`config.mk`:
```
export PLATFORM = sky130hd
export DESIGN_NAME = fsp_ctrl
export DESIGN_NICKNAME = d
export VERILOG_FILES = /design/src/fsp_pkg.sv /design/src/fsp_lock_if.sv /design/src/fsp_ctrl.sv /design/src/fsp_lock_decode.sv
export VERILOG_INCLUDE_DIRS = /design/src
export SDC_FILE = /design/constraint.sdc
export NUM_CORES = 1
export LEC_CHECK = 0
export BUFFER_PORTS_ARGS = -buffer_cell sky130_fd_sc_hd__buf_2
export CELL_PAD_IN_SITES_DETAIL_PLACEMENT = 0
export CELL_PAD_IN_SITES_GLOBAL_PLACEMENT = 1
export CORE_UTILIZATION = 25
export DETAILED_ROUTE_END_ITERATION = 8
export MAX_ROUTING_LAYER = met4
export PLACE_DENSITY = 0.58
export SLEW_MARGIN = 0
export SYNTH_ARGS = -nofsm -noshare
export SYNTH_HDL_FRONTEND = slang
export SYNTH_SLANG_ARGS = --single-unit
```
`constraint.sdc`:
```
create_clock -name i_core_clk -period 3.3 [get_ports i_core_clk]
set_input_delay 0.33 -clock i_core_clk [delete_from_list [all_inputs] [get_ports i_core_clk]]
set_output_delay 0.33 -clock i_core_clk [all_outputs]
set_load 0.005 [all_outputs]
```
`src/fsp_consts.svh`:
```
// constants of the flash space programming controller
`ifndef FSP_CONSTS_SVH
`define FSP_CONSTS_SVH
// ==========================================================
// register map
`define FSP_FLASH_CONTROL_ADDR 8'hD1
`define FSP_FLASH_CONTROL_RST 8'h00
// ==========================================================
// field positions
`define FSP_KEY_MSB 7
`define FSP_KEY_LSB 4
`define FSP_MAP_BIT 3
`define FSP_MODE_MSB 2
`define FSP_MODE_LSB 1
`define FSP_BUSY_BIT 0
// ==========================================================
// launch key nibbles and map values
`define FSP_KEY_FIRST 4'h5
`define FSP_KEY_SECOND 4'hA
`define FSP_MAP_XROW 8'h02
`define FSP_MAP_SEC 8'h04
// ==========================================================
// address windows
`define FSP_USER_TOP 16'h7FFF
`define FSP_XROW_BASE 16'hFF80
`define FSP_SEC_ADDR 16'h0000
// ==========================================================
// timing
`define FSP_PROG_TIME_US 2000
`define FSP_CLK_MHZ 100
`define FSP_PROG_CYCLES (`FSP_PROG_TIME_US * `FSP_CLK_MHZ)
`endif

```
`src/fsp_pkg.sv`:
```
// types of the flash space programming controller
package fsp_pkg;
    typedef enum logic [1:0] {
        FSP_SPACE_USER,
        FSP_SPACE_XROW,
        FSP_SPACE_SEC,
        FSP_SPACE_RSVD
    } fsp_space_t;

    typedef enum logic [1:0] {
        FSP_ST_IDLE,
        FSP_ST_ARMED,
        FSP_ST_BUSY
    } fsp_state_t;
endpackage

```
`src/fsp_lock_if.sv`:
```
// lock level interface between controller and lock decoder
`timescale 1ns/1ps
interface fsp_lock_if;
    logic [2:0] lock_bits;
    logic no_ext_code_read_instr;
    logic par_prog_block;
    logic par_verify_block;
    logic rollover_block;
    modport decoder (input lock_bits, output no_ext_code_read_instr, output par_prog_block,
        output par_verify_block, output rollover_block);
    modport ctrl (output lock_bits, input no_ext_code_read_instr, input par_prog_block,
        input par_verify_block, input rollover_block);
endinterface

```
`src/fsp_ctrl.sv`:
```
// flash control register, launch sequencer and space mapping
`timescale 1ns/1ps
`include "fsp_consts.svh"
module fsp_ctrl #(
    parameter int PROG_CYCLES = `FSP_PROG_CYCLES,
    parameter logic [2:0] LOCK_DEFAULT = 3'b011
) (
    // clock and reset
    input wire logic i_core_clk,
    input wire logic i_rst_n,
    // special function register port
    input wire logic [7:0] i_sfr_addr,
    input wire logic i_sfr_wr,
    input wire logic [7:0] i_sfr_wdata,
    input wire logic i_sfr_rd,
    output logic [7:0] o_sfr_rdata,
    // core status
    input wire logic i_exec_boot_bank,
    input wire logic i_instr_boundary,
    input wire logic i_exec_external,
    input wire logic [15:0] i_pc,
    input wire logic i_external_access_pin,
    // code read path
    input wire logic i_code_rd,
    input wire logic [15:0] i_code_addr,
    // flash array
    input wire logic i_prog_done,
    input wire logic [7:0] i_sec_byte,
    // mapping and programming outputs
    output logic o_latch_map_select,
    output logic o_map_xrow,
    output logic o_map_sec,
    output logic o_prog_start,
    output logic [1:0] o_prog_space,
    output logic o_prog_in_progress_flag,
    output logic o_code_read_block,
    output logic o_ext_exec_block,
    output logic o_par_prog_block,
    output logic o_par_verify_block,
    output logic o_ea_latched
);
    // every flip-flop of the block lives in this one struct
    typedef struct packed {
        fsp_pkg::fsp_state_t state;
        logic [3:0] key;
        logic map;
        logic [1:0] mode;
        logic [31:0] cnt;
        logic start;
        logic [7:0] rdata;
        logic ea;
        logic ea_taken;
    } fsp_st_t;

    fsp_st_t st_reg;
    fsp_st_t st_next;
    fsp_lock_if lk ();
    logic reg_hit;
    logic reg_wr;
    logic [7:0] flash_control;
    logic [3:0] wkey;
    logic [1:0] wmode;
    logic busy;
    logic key_first;
    logic key_second;
    logic launch_ok;
    logic code_in_user;
    logic code_in_xrow;
    logic code_at_sec;
    logic pc_past_user;

    fsp_lock_decode u_lock (
        .lk(lk)
    );

    // ==========================================================
    // lock level
    // the security byte is not trusted while reset holds, so the shipped
    // level applies then; all ones afterwards is level 1, not the default
    assign lk.lock_bits = i_rst_n ? i_sec_byte[2:0] : LOCK_DEFAULT;

    // ==========================================================
    // register decode
    assign reg_hit = (i_sfr_addr == `FSP_FLASH_CONTROL_ADDR);
    assign reg_wr = reg_hit && i_sfr_wr;
    assign wkey = i_sfr_wdata[`FSP_KEY_MSB:`FSP_KEY_LSB];
    assign wmode = i_sfr_wdata[`FSP_MODE_MSB:`FSP_MODE_LSB];
    assign busy = (st_reg.state == fsp_pkg::FSP_ST_BUSY);
    // bit 0 is status only; the written value is dropped
    assign flash_control = {st_reg.key, st_reg.map, st_reg.mode, busy};

    // ==========================================================
    // launch key decode
    // keys written from the user bank act as plain writes
    assign key_first = (wkey == `FSP_KEY_FIRST) && i_exec_boot_bank;
    assign key_second = (wkey == `FSP_KEY_SECOND) && i_exec_boot_bank;
    // second key must repeat the armed mode; reserved mode never launches
    assign launch_ok = key_second && (wmode == st_reg.mode)
        && (st_reg.mode != fsp_pkg::FSP_SPACE_RSVD);

    // ==========================================================
    // address windows
    assign code_in_user = (i_code_addr <= `FSP_USER_TOP);
    assign code_in_xrow = (i_code_addr >= `FSP_XROW_BASE);
    assign code_at_sec = (i_code_addr == `FSP_SEC_ADDR);
    assign pc_past_user = (i_pc > `FSP_USER_TOP);

    // ==========================================================
    // next state
    always_comb begin
        st_next = st_reg;
        st_next.start = 1'b0;
        st_next.rdata = (reg_hit && i_sfr_rd) ? flash_control : 8'h00;
        // external access pin is caught once, at the first edge after reset
        if (!st_reg.ea_taken) begin
            st_next.ea = i_external_access_pin;
            st_next.ea_taken = 1'b1;
        end
        case (st_reg.state)
            fsp_pkg::FSP_ST_IDLE: begin
                if (reg_wr) begin
                    st_next.key = wkey;
                    st_next.map = i_sfr_wdata[`FSP_MAP_BIT];
                    st_next.mode = wmode;
                    // launch keys only honoured from boot bank
                    if (key_first) begin
                        st_next.state = fsp_pkg::FSP_ST_ARMED;
                    end
                end
            end
            fsp_pkg::FSP_ST_ARMED: begin
                if (reg_wr) begin
                    st_next.key = wkey;
                    st_next.map = i_sfr_wdata[`FSP_MAP_BIT];
                    st_next.mode = wmode;
                    if (launch_ok) begin
                        st_next.state = fsp_pkg::FSP_ST_BUSY;
                        st_next.start = 1'b1;
                        st_next.cnt = 32'(PROG_CYCLES);
                    end else if (key_first) begin
                        // a repeated first key re-arms with the new mode
                        st_next.state = fsp_pkg::FSP_ST_ARMED;
                    end else begin
                        st_next.state = fsp_pkg::FSP_ST_IDLE;
                    end
                end else if (i_instr_boundary) begin
                    // another instruction came between the keys
                    st_next.state = fsp_pkg::FSP_ST_IDLE;
                end
            end
            fsp_pkg::FSP_ST_BUSY: begin
                // register writes ignored while programming
                // counter is a backstop: a lost done pulse must not leave busy stuck
                if (st_reg.cnt != 32'h0) begin
                    st_next.cnt = st_reg.cnt - 32'h1;
                end
                if (i_prog_done || st_reg.cnt == 32'h1) begin
                    st_next.state = fsp_pkg::FSP_ST_IDLE;
                    st_next.key = 4'h0;
                    st_next.cnt = 32'h0;
                end
            end
            default: st_next.state = fsp_pkg::FSP_ST_IDLE;
        endcase
    end

    // ==========================================================
    // state register
    always_ff @(posedge i_core_clk) begin
        if (!i_rst_n) begin
            st_reg <= '0;
        end else begin
            st_reg <= st_next;
        end
    end

    // ==========================================================
    // outputs
    assign o_sfr_rdata = st_reg.rdata;
    assign o_latch_map_select = st_reg.map;
    // steering is combinational so the code read in flight sees the map at once;
    // it is held off while busy, as the array is not readable mid-programme
    assign o_map_xrow = (st_reg.mode == fsp_pkg::FSP_SPACE_XROW)
        && !busy
        && i_code_rd && code_in_xrow;
    assign o_map_sec = (st_reg.mode == fsp_pkg::FSP_SPACE_SEC)
        && !busy
        && i_code_rd && code_at_sec;
    assign o_prog_start = st_reg.start;
    assign o_prog_space = st_reg.mode;
    assign o_prog_in_progress_flag = busy;
    // protection follows the lock bits with no register, so a new
    // security byte takes effect on the very next access
    assign o_code_read_block = lk.no_ext_code_read_instr && i_exec_external && i_code_rd
        && code_in_user;
    assign o_ext_exec_block = lk.rollover_block && !i_exec_external
        && pc_past_user;
    assign o_par_prog_block = lk.par_prog_block;
    assign o_par_verify_block = lk.par_verify_block;
    assign o_ea_latched = st_reg.ea;
endmodule

```
`src/fsp_lock_decode.sv`:
```
// decodes the security byte lock bits into protection controls
`timescale 1ns/1ps
module fsp_lock_decode (
    fsp_lock_if.decoder lk
);
    // lock bits are active low: 0 means programmed
    always_comb begin
        lk.no_ext_code_read_instr = 1'b0;
        lk.par_prog_block = 1'b0;
        lk.par_verify_block = 1'b0;
        lk.rollover_block = 1'b0;
        if (!lk.lock_bits[2]) begin
            lk.no_ext_code_read_instr = 1'b1;
            lk.par_prog_block = 1'b1;
            lk.par_verify_block = 1'b1;
            lk.rollover_block = 1'b1;
        end else if (!lk.lock_bits[1]) begin
            lk.no_ext_code_read_instr = 1'b1;
            lk.par_prog_block = 1'b1;
            lk.par_verify_block = 1'b1;
        end else if (!lk.lock_bits[0]) begin
            lk.no_ext_code_read_instr = 1'b1;
            lk.par_prog_block = 1'b1;
        end
        // all unprogrammed: level 1, nothing barred
    end
endmodule

```
Word-level counts from Yosys, hierarchy flattened
Cells that the tools add are included.
Word-level totals
  flip-flop bits (word level): 52
  input bits: 66
  output and inout bits: 20
  logic and storage cells: 84
Cells by class
  add/sub/neg operators: 1
  $lt $le $gt $ge: 3
  equality and inequality tests: 17
  muxes and demuxes: 22
  reductions and logical operators: 32
Operators with widths (count)
  32-bit 2-to-1 mux: 2
  32-bit one-hot mux with 2 select lines: 1
  40-bit 2-to-1 mux: 1
  33-bit 2-to-1 mux: 1
  32-bit by 1-bit equality test with 1-bit output (second input constant): 1
  32-bit nonzero test: 1
  32-bit by 1-bit subtractor with 32-bit output (second input constant): 1
  1-bit logical AND: 17
  16-bit greater-or-equal comparator (second input constant): 1
  16-bit by 15-bit greater-than comparator with 1-bit output (second input constant): 1
  16-bit by 15-bit <= comparator with 1-bit output (second input constant): 1
  16-bit logical NOT: 1
  4-bit one-hot mux with 3 select lines: 1
  4-bit AND reduction: 3
  2-bit != test (second input constant): 5
  9-bit 2-to-1 mux: 1
  8-bit equality test (second input constant): 1
  2-bit 2-to-1 mux: 4
  1-bit 2-to-1 mux: 7
  6-bit 2-to-1 mux: 1
  2-bit one-hot mux with 3 select lines: 1
  3-bit one-hot mux with 2 select lines: 1
  3-bit AND reduction: 2
  2-bit by 1-bit equality test with 1-bit output (second input constant): 2
  other kinds (14): 17

Logic depth before layout (Yosys ltp)
Gate-level depths: netlist (run 1).
  depth after elaboration: 7
  gate-level depth with buffers: 10
  depth with buffers taken out: 8

Hierarchy
A second synthesis (run 1) with hierarchy kept.
Unflattened totals
  cell total of the unflattened synthesis: 354
  area total of the unflattened synthesis: 2941.6 um2
By module, submodules not included
  fsp_ctrl: times used 1, cells each 350, area each 2921.6 um2
  fsp_lock_decode: times used 1, cells each 4, area each 20.0 um2

Worst setup path after synthesis (run 1)
No wires, ideal clock.
  path kind: register to register
  from: register st_reg[13] (netlist bit)
  to: register st_reg[12] (netlist bit)
  data arrival time: 2.287 ns
  data required time: 3.185 ns
  path slack: 0.898 ns
  stages on the path, launching flop included: 9
  clock period less this slack: 2.402 ns
  cell sequence: dfxtp_1 > or4_4 > or4_4 > nor4_2 > or2_1 > buf_4 > buf_4 > nor3_1 > o21a_1
On the way
  word-level cells in the longest chain between the ends: 4
  elaborated cells between the ends (all ways): 7
  classes of those cells: eq/ne: 2; mux: 2; reduce/logical: 3
Ends and longest elaborated chain
  start: declaration: line fsp_ctrl.sv:55  | fsp_st_t st_reg;
  start signal: assignment: line fsp_ctrl.sv:173  | st_reg <= st_next;
  32-bit by 1-bit equality test with 1-bit output: line fsp_ctrl.sv:157  | if (i_prog_done || st_reg.cnt == 32'h1) begin
  1-bit logical OR: line fsp_ctrl.sv:157
  3-bit by 1-bit != test with 1-bit output (no line) or 32-bit 2-to-1 mux (tied branches)
  4-bit AND reduction (no line) or 32-bit one-hot mux with 2 select lines (tied branches)
Several ways; a longest one is shown, not always the timed one.
A chain may end at the register's enable or synchronous reset.

Worst setup path in the final report (run 1)
  from: register st_reg[51] (netlist bit)
  to: register st_reg[42] (netlist bit)
On the way
  word-level cells in the longest chain between the ends: 3
  elaborated cells between the ends (all ways): 8
  classes of those cells: eq/ne: 5; mux: 1; reduce/logical: 2
Ends and longest elaborated chain
  2-bit equality test or 2-bit by 1-bit equality test with 1-bit output (tied branches): line fsp_ctrl.sv:119  | case (st_reg.state)
  3-bit by 1-bit != test with 1-bit output (no line), or another cell as far along
  4-bit AND reduction (no line)
Several ways; a longest one is shown, not always the timed one.

==> flow_summary.toml, run 1 <==
[clock_network]
post_cts_resized = 0
post_cts_buffers = 0
path_clk_slew_ns = 0.07
cts_tree = "yes"
root_buffer = "clkbuf_16"
cts_hold_buf = 0
cts_inserted_buffers = 5
ctsLongestPathBuffers = 2
cts-htree-levels = 2
insertion_delay_ns = 0.29
numClockSinks = 52

[die]
boundaryPins = 86
rows = 39
initial_utilization = 0.256
fp.dieW_um = 110
die-area_um2 = 12100
core_area_um2 = 11400
die_h_um = 110

[pwr]
switchingPower_w = 0.000255
ir_worst_vdd_mv = 0.178
p_leak_nw = 1.48
switching_share = 0.209
pwr-share-clk = 0.432
combPwrFrac = 0.051
internal_power_w = 0.000963
p_seq_frac = 0.517
power.density_nw_per_um2 = 351

[timing]
layout_min_cycle_time_ns = 2.72
slew_headroom = 0.372
max_freq_ghz = 0.368
fin_setup_tns_ns = 0
final_max_slew_viol_count = 0
skew_ns = 0.00548
worst_pin_slew_ns = 0.941
hold_viol_final = 0
setup-violations-final = 0
min_period_over_period = 0.824
rsz0062_at_grt = "no"

[setup_path]
cp-start-kind = "register"
path_cells = "inv_1, ha_1, and4_1, and4_1, a22oi_1, buf_4, nor2_1, a21boi_0, o21a_1"
path_max_fanout = 12
crit_slowest_cell = "a22oi_1"
slowest_delay_ns = 0.72
path_class = "register to register"
required_ns = 3.54
reg2reg_slack_ns = 0.58
r2r_start = "st_reg[51]"
arrival_ns = 2.96
cp-end-kind = "register"
r2r-end = "st_reg[42]"
ff2ff_path_depth = 9
path_common_cell = "and4_1"

[yosys]
synth_fp_nets = 414
yosys.cell_count.top_type = "dfxtp_1"
synth_ff_type = "dfxtp_1"
synthArstFlopShare = 0
netlist_instances = 341
ys_types = 48
yosys_warnings = 0
yosysSeqAreaShare = 0.358
yosysTopAreaCell = "dfxtp_1"
synth_top_area_share = 0.358
synth-edff-count = 0
synth_area_per_cell_um2 = 8.52
ys_seq_elements = 52
yosys-top-cells-area = "dfxtp_1 (36%), xnor2_1 (5.1%), nor4_1 (4.3%)"
netlist_top_cells_count = "dfxtp_1 (52), nor2_1 (29), nor3_1 (21)"
netlist_area_um2 = 2910

[job]
max_cap_viol_count = 0

[detailed_routing]
drt.antenna.violating_nets = 0
drc = 0
viasPerCell = 4.84
drtIter0Drc = 118
via_count = 2602
finalWirelength_mm = 7.44
drtPass1Iterations = 6
wl_per_cell_um = 13.8

[placed_design]
io_buffers = 64
dp_hpwl_mm = 5.44
routabilityCongestion = 0.745

[grt]
antenna_found_initial = 0
grt.total_usage = 0.125
grt_max_degree = 28
overflow = 0
first_global_vias = 2349
grt_first_pass_wirelength_mm = 11.5

[layout]
largest_register_ff_count = 35
antennaDiodeCount = 0
drive_gt1_frac = 0.223
layout.nets = 467
fin_util = 0.305
syn_to_final_growth_pct = 19.2

[outcome]
outcome = "finished clean"

[worst_hold_path]
min_to = "o_latch_map_select"
min_path_cells = 3
hp-class = "input port to register"
hp-start = "i_sfr_wdata[3]"
## worst max path at each step
stage / slack, ns / cells past startpoint / startpoint / endpoint
2_1_floorplan: 0.90 / 8 / st_reg[13] / st_reg[12]
3_3_place_gp: 0.50 / 8 / i_sfr_addr[1] / st_reg[42]
3_5_place_dp: 0.53 / 8 / i_sfr_addr[1] / st_reg[42]
4_1_cts: 0.57 / 9 / st_reg[51] / st_reg[42]
5_1_grt: 0.38 / 9 / st_reg[51] / st_reg[42]
6_report: 0.58 / 9 / st_reg[51] / st_reg[42]
## critical path: cells and delay by family, from the launching register on
| kind | cells | cell delay, ns |
|---|---|---|
| DFF | 1 | 0.39 |
| and+or+nand+nor | 3 | 0.56 |
| AOI/OAI and AO/OA | 3 | 1.07 |
| adders and majority gates | 1 | 0.22 |
| buffers and inverters | 2 | 0.42 |
## kinds of logic (layout without fill, tap and decap cells)
logic type                 after synthesis  in the layout  synth area share
AOI/OAI and AO/OA                       47             47             0.108
xor gates and xnor gates                18             18            0.0542
adders and majority gates                7              7            0.0301
buffers and inverters                   39             93            0.0715
DFF                                     52             52             0.358
muxes                                   10             10            0.0344
and+or+nand+nor                        168            168             0.343
## power by group through the flow
stage	clock (W)	combinational, W	sequential [W]
floorplan	0	0.0000223	0.000644
global placement	0	0.0000616	0.000644
detailed placement	0	0.0000628	0.000644
CTS	0.000547	0.0000628	0.000629
global route	0.000565	0.0000687	0.000629
finish	0.000526	0.0000619	0.000629
## layout by cell type (no fill, tap or decap), types with 5 or more instances in the layout
cell	n
nor4bb_1	5
o21ai_0	8
clkbuf_16	5
o31ai_1	6
buf_2	64
and2_1	10
buf_4	7
ha_1	7
nand2_1	19
nand3_1	8
mux2i_1	10
or4_1	11
nor2_1	29
nor4_1	20
inv_1	13
nor2b_1	8
dfxtp_1	52
nor3_1	21
a21oi_1	12
xnor2_1	17
or3_1	7
## layer usage
metal | GRT usage | routed length, um
met1 | 0.165 | 3670
met2 | 0.197 | 3510
met3 | 0.0172 | 165
met4 | 0.0371 | 86
met5 | - | 0
## area by class of cell
type / count / area, um2
clock buffers: 8 / 146
fillers: 1225 / 7900
inverters: 13 / 48.8
multi-input cells: 250 / 1660
flip-flops and latches: 52 / 1040
well taps: 143 / 179
repair buffers: 72 / 393
## metrics by stage
stage / total power [W] / hold WS (ns) / cells / setup slack (ns) / area (um2)
2_1_floorplan: 0.000666 / 0.358 / 341 / 0.898 / 2910
3_3_place_gp: 0.000705 / 0.449 / 530 / 0.496 / 3320
3_5_place_dp: 0.000707 / 0.448 / 530 / 0.525 / 3320
4_1_cts: 0.00124 / 0.298 / 538 / 0.569 / 3470
5_1_grt: 0.00126 / 0.314 / 538 / 0.383 / 3470
6_report: 0.00122 / 0.301 / 538 / 0.582 / 3470
(Power assumes the default switching activity.)
==> run 2: changes to the inputs <==
PLACE_DENSITY = 0.6   (was 0.58)
clock period = 2.35 ns   (was 3.3 ns; I/O delays follow)
==> run 2 against run 1 <==
Net effect:
- critical path depth shrank 2
- hold slack lost 0.098 ns
- the flow now finishes with violations (setup timing)
- non-clock buffer count grew 45
- fmax grew 12%
- register-to-register slack lost 0.66 ns
- worst setup slack lost 0.66 ns
- final area grew 13%
==> flow_summary.toml, run 2 (synthesized netlist as in run 1, its figures left out) <==
[job]
max_cap_viol_count = 0

[setup_path]
path_class = "register to register"
crit_slowest_cell = "or4_4"
path_buf_inv = 2
cp-end-kind = "register"
path_common_cell = "or4_4"
path_max_fanout = 4
crit_family = "simple AND/OR/NAND/NOR gates"
slowest_delay_ns = 0.59
arrival_ns = 2.60
cp-start-kind = "register"
path_cells = "or4_4, or4_4, o41a_1, buf_4, buf_6, a21oi_2, o22ai_1"
required_ns = 2.53

[die]
core_area_um2 = 11400
rows = 39
initial_utilization = 0.256
fp.dieW_um = 110
die-area_um2 = 12100
boundaryPins = 86
die_h_um = 110

[outcome]
outcome = "finished with violations"
violations = "setup timing"

[clock_network]
cts_hold_buf = 0
insertion_delay_ns = 0.29
path_clk_slew_ns = 0.07
cts_inserted_buffers = 5
cts_tree = "yes"
ctsLongestPathBuffers = 2
cts-htree-levels = 2
root_buffer = "clkbuf_16"
numClockSinks = 52

[grt]
antenna_found_initial = 0
overflow = 0
grt_max_degree = 23
grt.total_usage = 0.134
grt_first_pass_wirelength_mm = 12.5
first_global_vias = 2578

[detailed_routing]
wl_per_cell_um = 13.5
drt.antenna.violating_nets = 0
finalWirelength_mm = 7.87
viasPerCell = 4.81
drtPass1Iterations = 4
drc = 0
via_count = 2805
drtIter0Drc = 93

[placed_design]
placed_cells = 569
routabilityCongestion = 0.781
io_buffers = 64
dp_hpwl_mm = 5.79
dp_worst_setup_slack_ns = -0.120

[timing]
hold_viol_final = 0
setup_ws_ns = -0.0757
slew_headroom = 0.676
layout_min_cycle_time_ns = 2.43
final_max_slew_viol_count = 0
skew_ns = 0.00773
max_freq_ghz = 0.412
min_period_over_period = 1.03
setup-violations-final = 32
fin_setup_tns_ns = -1.15
rsz0062_at_grt = "yes"
worst_pin_slew_ns = 0.481

[layout]
antennaDiodeCount = 0
syn_to_final_growth_pct = 35.3
layout.nets = 512
final_common_cell = "buf_2"
drive_gt1_frac = 0.341
largest_register_ff_count = 35
fin_util = 0.346
final_cell_mix = "buf_2 (64), dfxtp_1 (51), buf_4 (46)"
final_cells = 583

[pwr]
ir_worst_vdd_mv = 0.252
p_leak_nw = 1.75
power.density_nw_per_um2 = 461

[worst_hold_path]
hp-class = "input port to register"
## run 2: changes by cell type in the layout (fill, tap and decap cells not counted), sizes merged
cell,before,now
clkbuf,8,6
bufinv,0,1
buf,72,117
clkinv,0,1
## run 2: layer usage
layer | GRT usage | up-vias | routed length, um
met4 | 0.0343 | 0 | 84
met3 | 0.0178 | 8 | 153
met5 | - | - | 0
met1 | 0.181 | 1347 | 3990
met2 | 0.210 | 28 | 3650
li1 | - | 1422 | -
## run 2: what timing repair did
| action | in CTS | in global routing |
|---|---|---|
| cloned | 1 | 0 |
| setup buffers | 3 | 2 |
| setup endpoints to repair | 35 | 38 |
| gates resized for setup | 11 | 15 |
| pin swaps | 2 | 2 |
## run 2: metrics by stage
step	total power, W	cell area (um2)	hold WS, ns
after CTS	0.00184	3860	0.202
after detailed placement	0.000995	3620	0.450
final	0.00181	3930	0.203
after floorplan	0.000935	2910	0.263
after global placement	0.000994	3620	0.445
after global routing	0.00189	3930	0.203
## run 2: path summary, 6_finish.rpt
path,startpoint,to,slack [ns],cells after the start
setup / recovery,st_reg[13],st_reg[17],-0.08,7
hold reg to reg,flash_control[7],o_sfr_rdata[7],0.45,2
setup reg to reg,st_reg[13],st_reg[17],-0.08,7
hold / removal,i_sfr_wdata[3],o_latch_map_select,0.20,3
## run 2: area by class of cell
class                   instances  area, um2
multi-input cells             250       1740
fillers                      1184       7440
inverters                      13       48.8
well taps                     143        179
clock inverters                 2       35.0
repair buffers                117        762
flip-flops and latches         52       1040
clock buffers                   6        129
## run 2: power by group
group           total, W  switching (W)  leakage, nW  internal, W
registers       0.000883    0.000000953        0.420     0.000882
clock network   0.000841       0.000338       0.0808     0.000502
logic          0.0000896      0.0000437         1.25    0.0000458
total            0.00181       0.000383         1.75      0.00143
## run 2: tightest hold or removal path: stages
cell,delay (ns)
buf_2,0.07
mux2i_1,0.05
nor2b_1,0.10
==> run 3: changes to the inputs <==
PLACE_DENSITY = 0.59   (was 0.6)
==> run 3 against run 2 <==
Net effect:
- the run still ends with setup timing left
- highest routed layer unchanged
- largest cell class unchanged
- fmax up 1.1%
- critical path type unchanged
- first-iteration DRC count grew 9.7%
- cell count down 0.34%
==> flow_summary.toml, run 3 (synthesized netlist as in run 1, its figures left out) <==
[outcome]
outcome = "finished with violations"
violations = "setup timing"

[grt]
grt_max_degree = 26
overflow = 0
first_global_vias = 2566
antenna_found_initial = 0
grt.total_usage = 0.131
grt_first_pass_wirelength_mm = 12.2

[pwr]
power_w = 0.00182
power.density_nw_per_um2 = 464
p_leak_nw = 1.73
ir_worst_vdd_mv = 0.281

[placed_design]
placed_cell_area_um2 = 3610
routabilityCongestion = 0.780
dp_hpwl_mm = 5.79
io_buffers = 64

[die]
core_area_um2 = 11400
rows = 39
initial_utilization = 0.256
fp.dieW_um = 110
boundaryPins = 86
die-area_um2 = 12100
die_h_um = 110

[setup_path]
cp-end-kind = "register"
required_ns = 2.54
path_class = "register to register"
arrival_ns = 2.59
cp-start-kind = "register"
path_max_fanout = 4

[layout]
fin_util = 0.344
final_common_cell = "buf_2"
layout.nets = 510
final_cell_mix = "buf_2 (64), dfxtp_1 (51), buf_4 (43)"
antennaDiodeCount = 0
largest_register_ff_count = 35
drive_gt1_frac = 0.340
syn_to_final_growth_pct = 34.7
fin_area_um2 = 3920

[clock_network]
cts_tree = "yes"
path_clk_slew_ns = 0.07
numClockSinks = 52
cts-htree-levels = 2
insertion_delay_ns = 0.29
cts_inserted_buffers = 5
ctsLongestPathBuffers = 2
root_buffer = "clkbuf_16"
cts_hold_buf = 0

[timing]
layout_min_cycle_time_ns = 2.40
worst_pin_slew_ns = 0.425
rsz0062_at_grt = "yes"
final_max_slew_viol_count = 0
setup-violations-final = 24
setup_ws_ns = -0.0502
min_period_over_period = 1.02
skew_ns = 0.00755
hold_viol_final = 0
slew_headroom = 0.713
max_freq_ghz = 0.417

[detailed_routing]
drtIter0Drc = 102
drtPass1Iterations = 4
viasPerCell = 4.79
finalWirelength_mm = 7.69
drt.antenna.violating_nets = 0
drc = 0
wl_per_cell_um = 13.2
via_count = 2784

[worst_hold_path]
hp-class = "input port to register"

[job]
max_cap_viol_count = 0
-- run 3: cell types whose count changed in the layout (fill, tap and decap cells not counted), sizes merged --
cell	before	now
buf	117	115
clkbuf	6	5
clkinvlp	0	1
-- run 3: timing repair --
item | in CTS | in global routing
setup endpoints to repair | 38 | 38
gates resized for setup | 20 | 15
buffers inserted | 3 | 0
pin swaps | 8 | 7
gates cloned | 0 | 1
-- run 3: metal layers --
metal,global-route usage,routed length [um],vias up
met4,0.0324,76,0
met1,0.178,3730,1315
met5,-,0,-
met3,0.0172,225,5
li1,-,-,1421
met2,0.205,3660,43
-- run 3: through the flow --
stage / hold slack (ns) / setup TNS [ns] / setup slack (ns) / instances
after floorplan: 0.263 / -0.436 / -0.0242 / 341
after global placement: 0.446 / -1.21 / -0.117 / 570
after detailed placement: 0.447 / -2.14 / -0.121 / 570
after CTS: 0.195 / -1.47 / -0.0858 / 580
after global routing: 0.235 / -4.11 / -0.150 / 581
final: 0.201 / -0.543 / -0.0502 / 581
-- run 3: worst paths after layout --
check,startpoint,end,slack (ns),cells past startpoint
min reg2reg,flash_control[7],o_sfr_rdata[7],0.45,2
min,i_sfr_wdata[3],o_latch_map_select,0.20,3
max reg2reg,st_reg[24],st_reg[42],-0.05,7
max,st_reg[24],st_reg[42],-0.05,7
-- run 3: where the power goes --
group	leakage [nW]	internal, W	total [W]	switching, W
Clock	0.0798	0.000501	0.000844	0.000342
Sequential	0.420	0.000882	0.000883	0.000000840
Combinational	1.23	0.0000458	0.0000891	0.0000433
Total	1.73	0.00143	0.00182	0.000387
-- run 3: worst max-delay path: stages, from the launching register on --
cell	delay [ns]
dfxtp_1	0.31
or4_4	0.54
or4_4	0.59
o41a_1	0.40
buf_4	0.17
nand2_1	0.05
a21boi_1	0.06
o21a_1	0.19
-- run 3: cell type report --
cell class | instances | area, um2
fill | 1196 | 7450
tap | 143 | 179
inverter | 13 | 48.8
clock buffer | 5 | 125
multi-input combinational | 250 | 1740
clock inverter | 3 | 42.5
sequential | 52 | 1040
timing repair buffer | 115 | 737
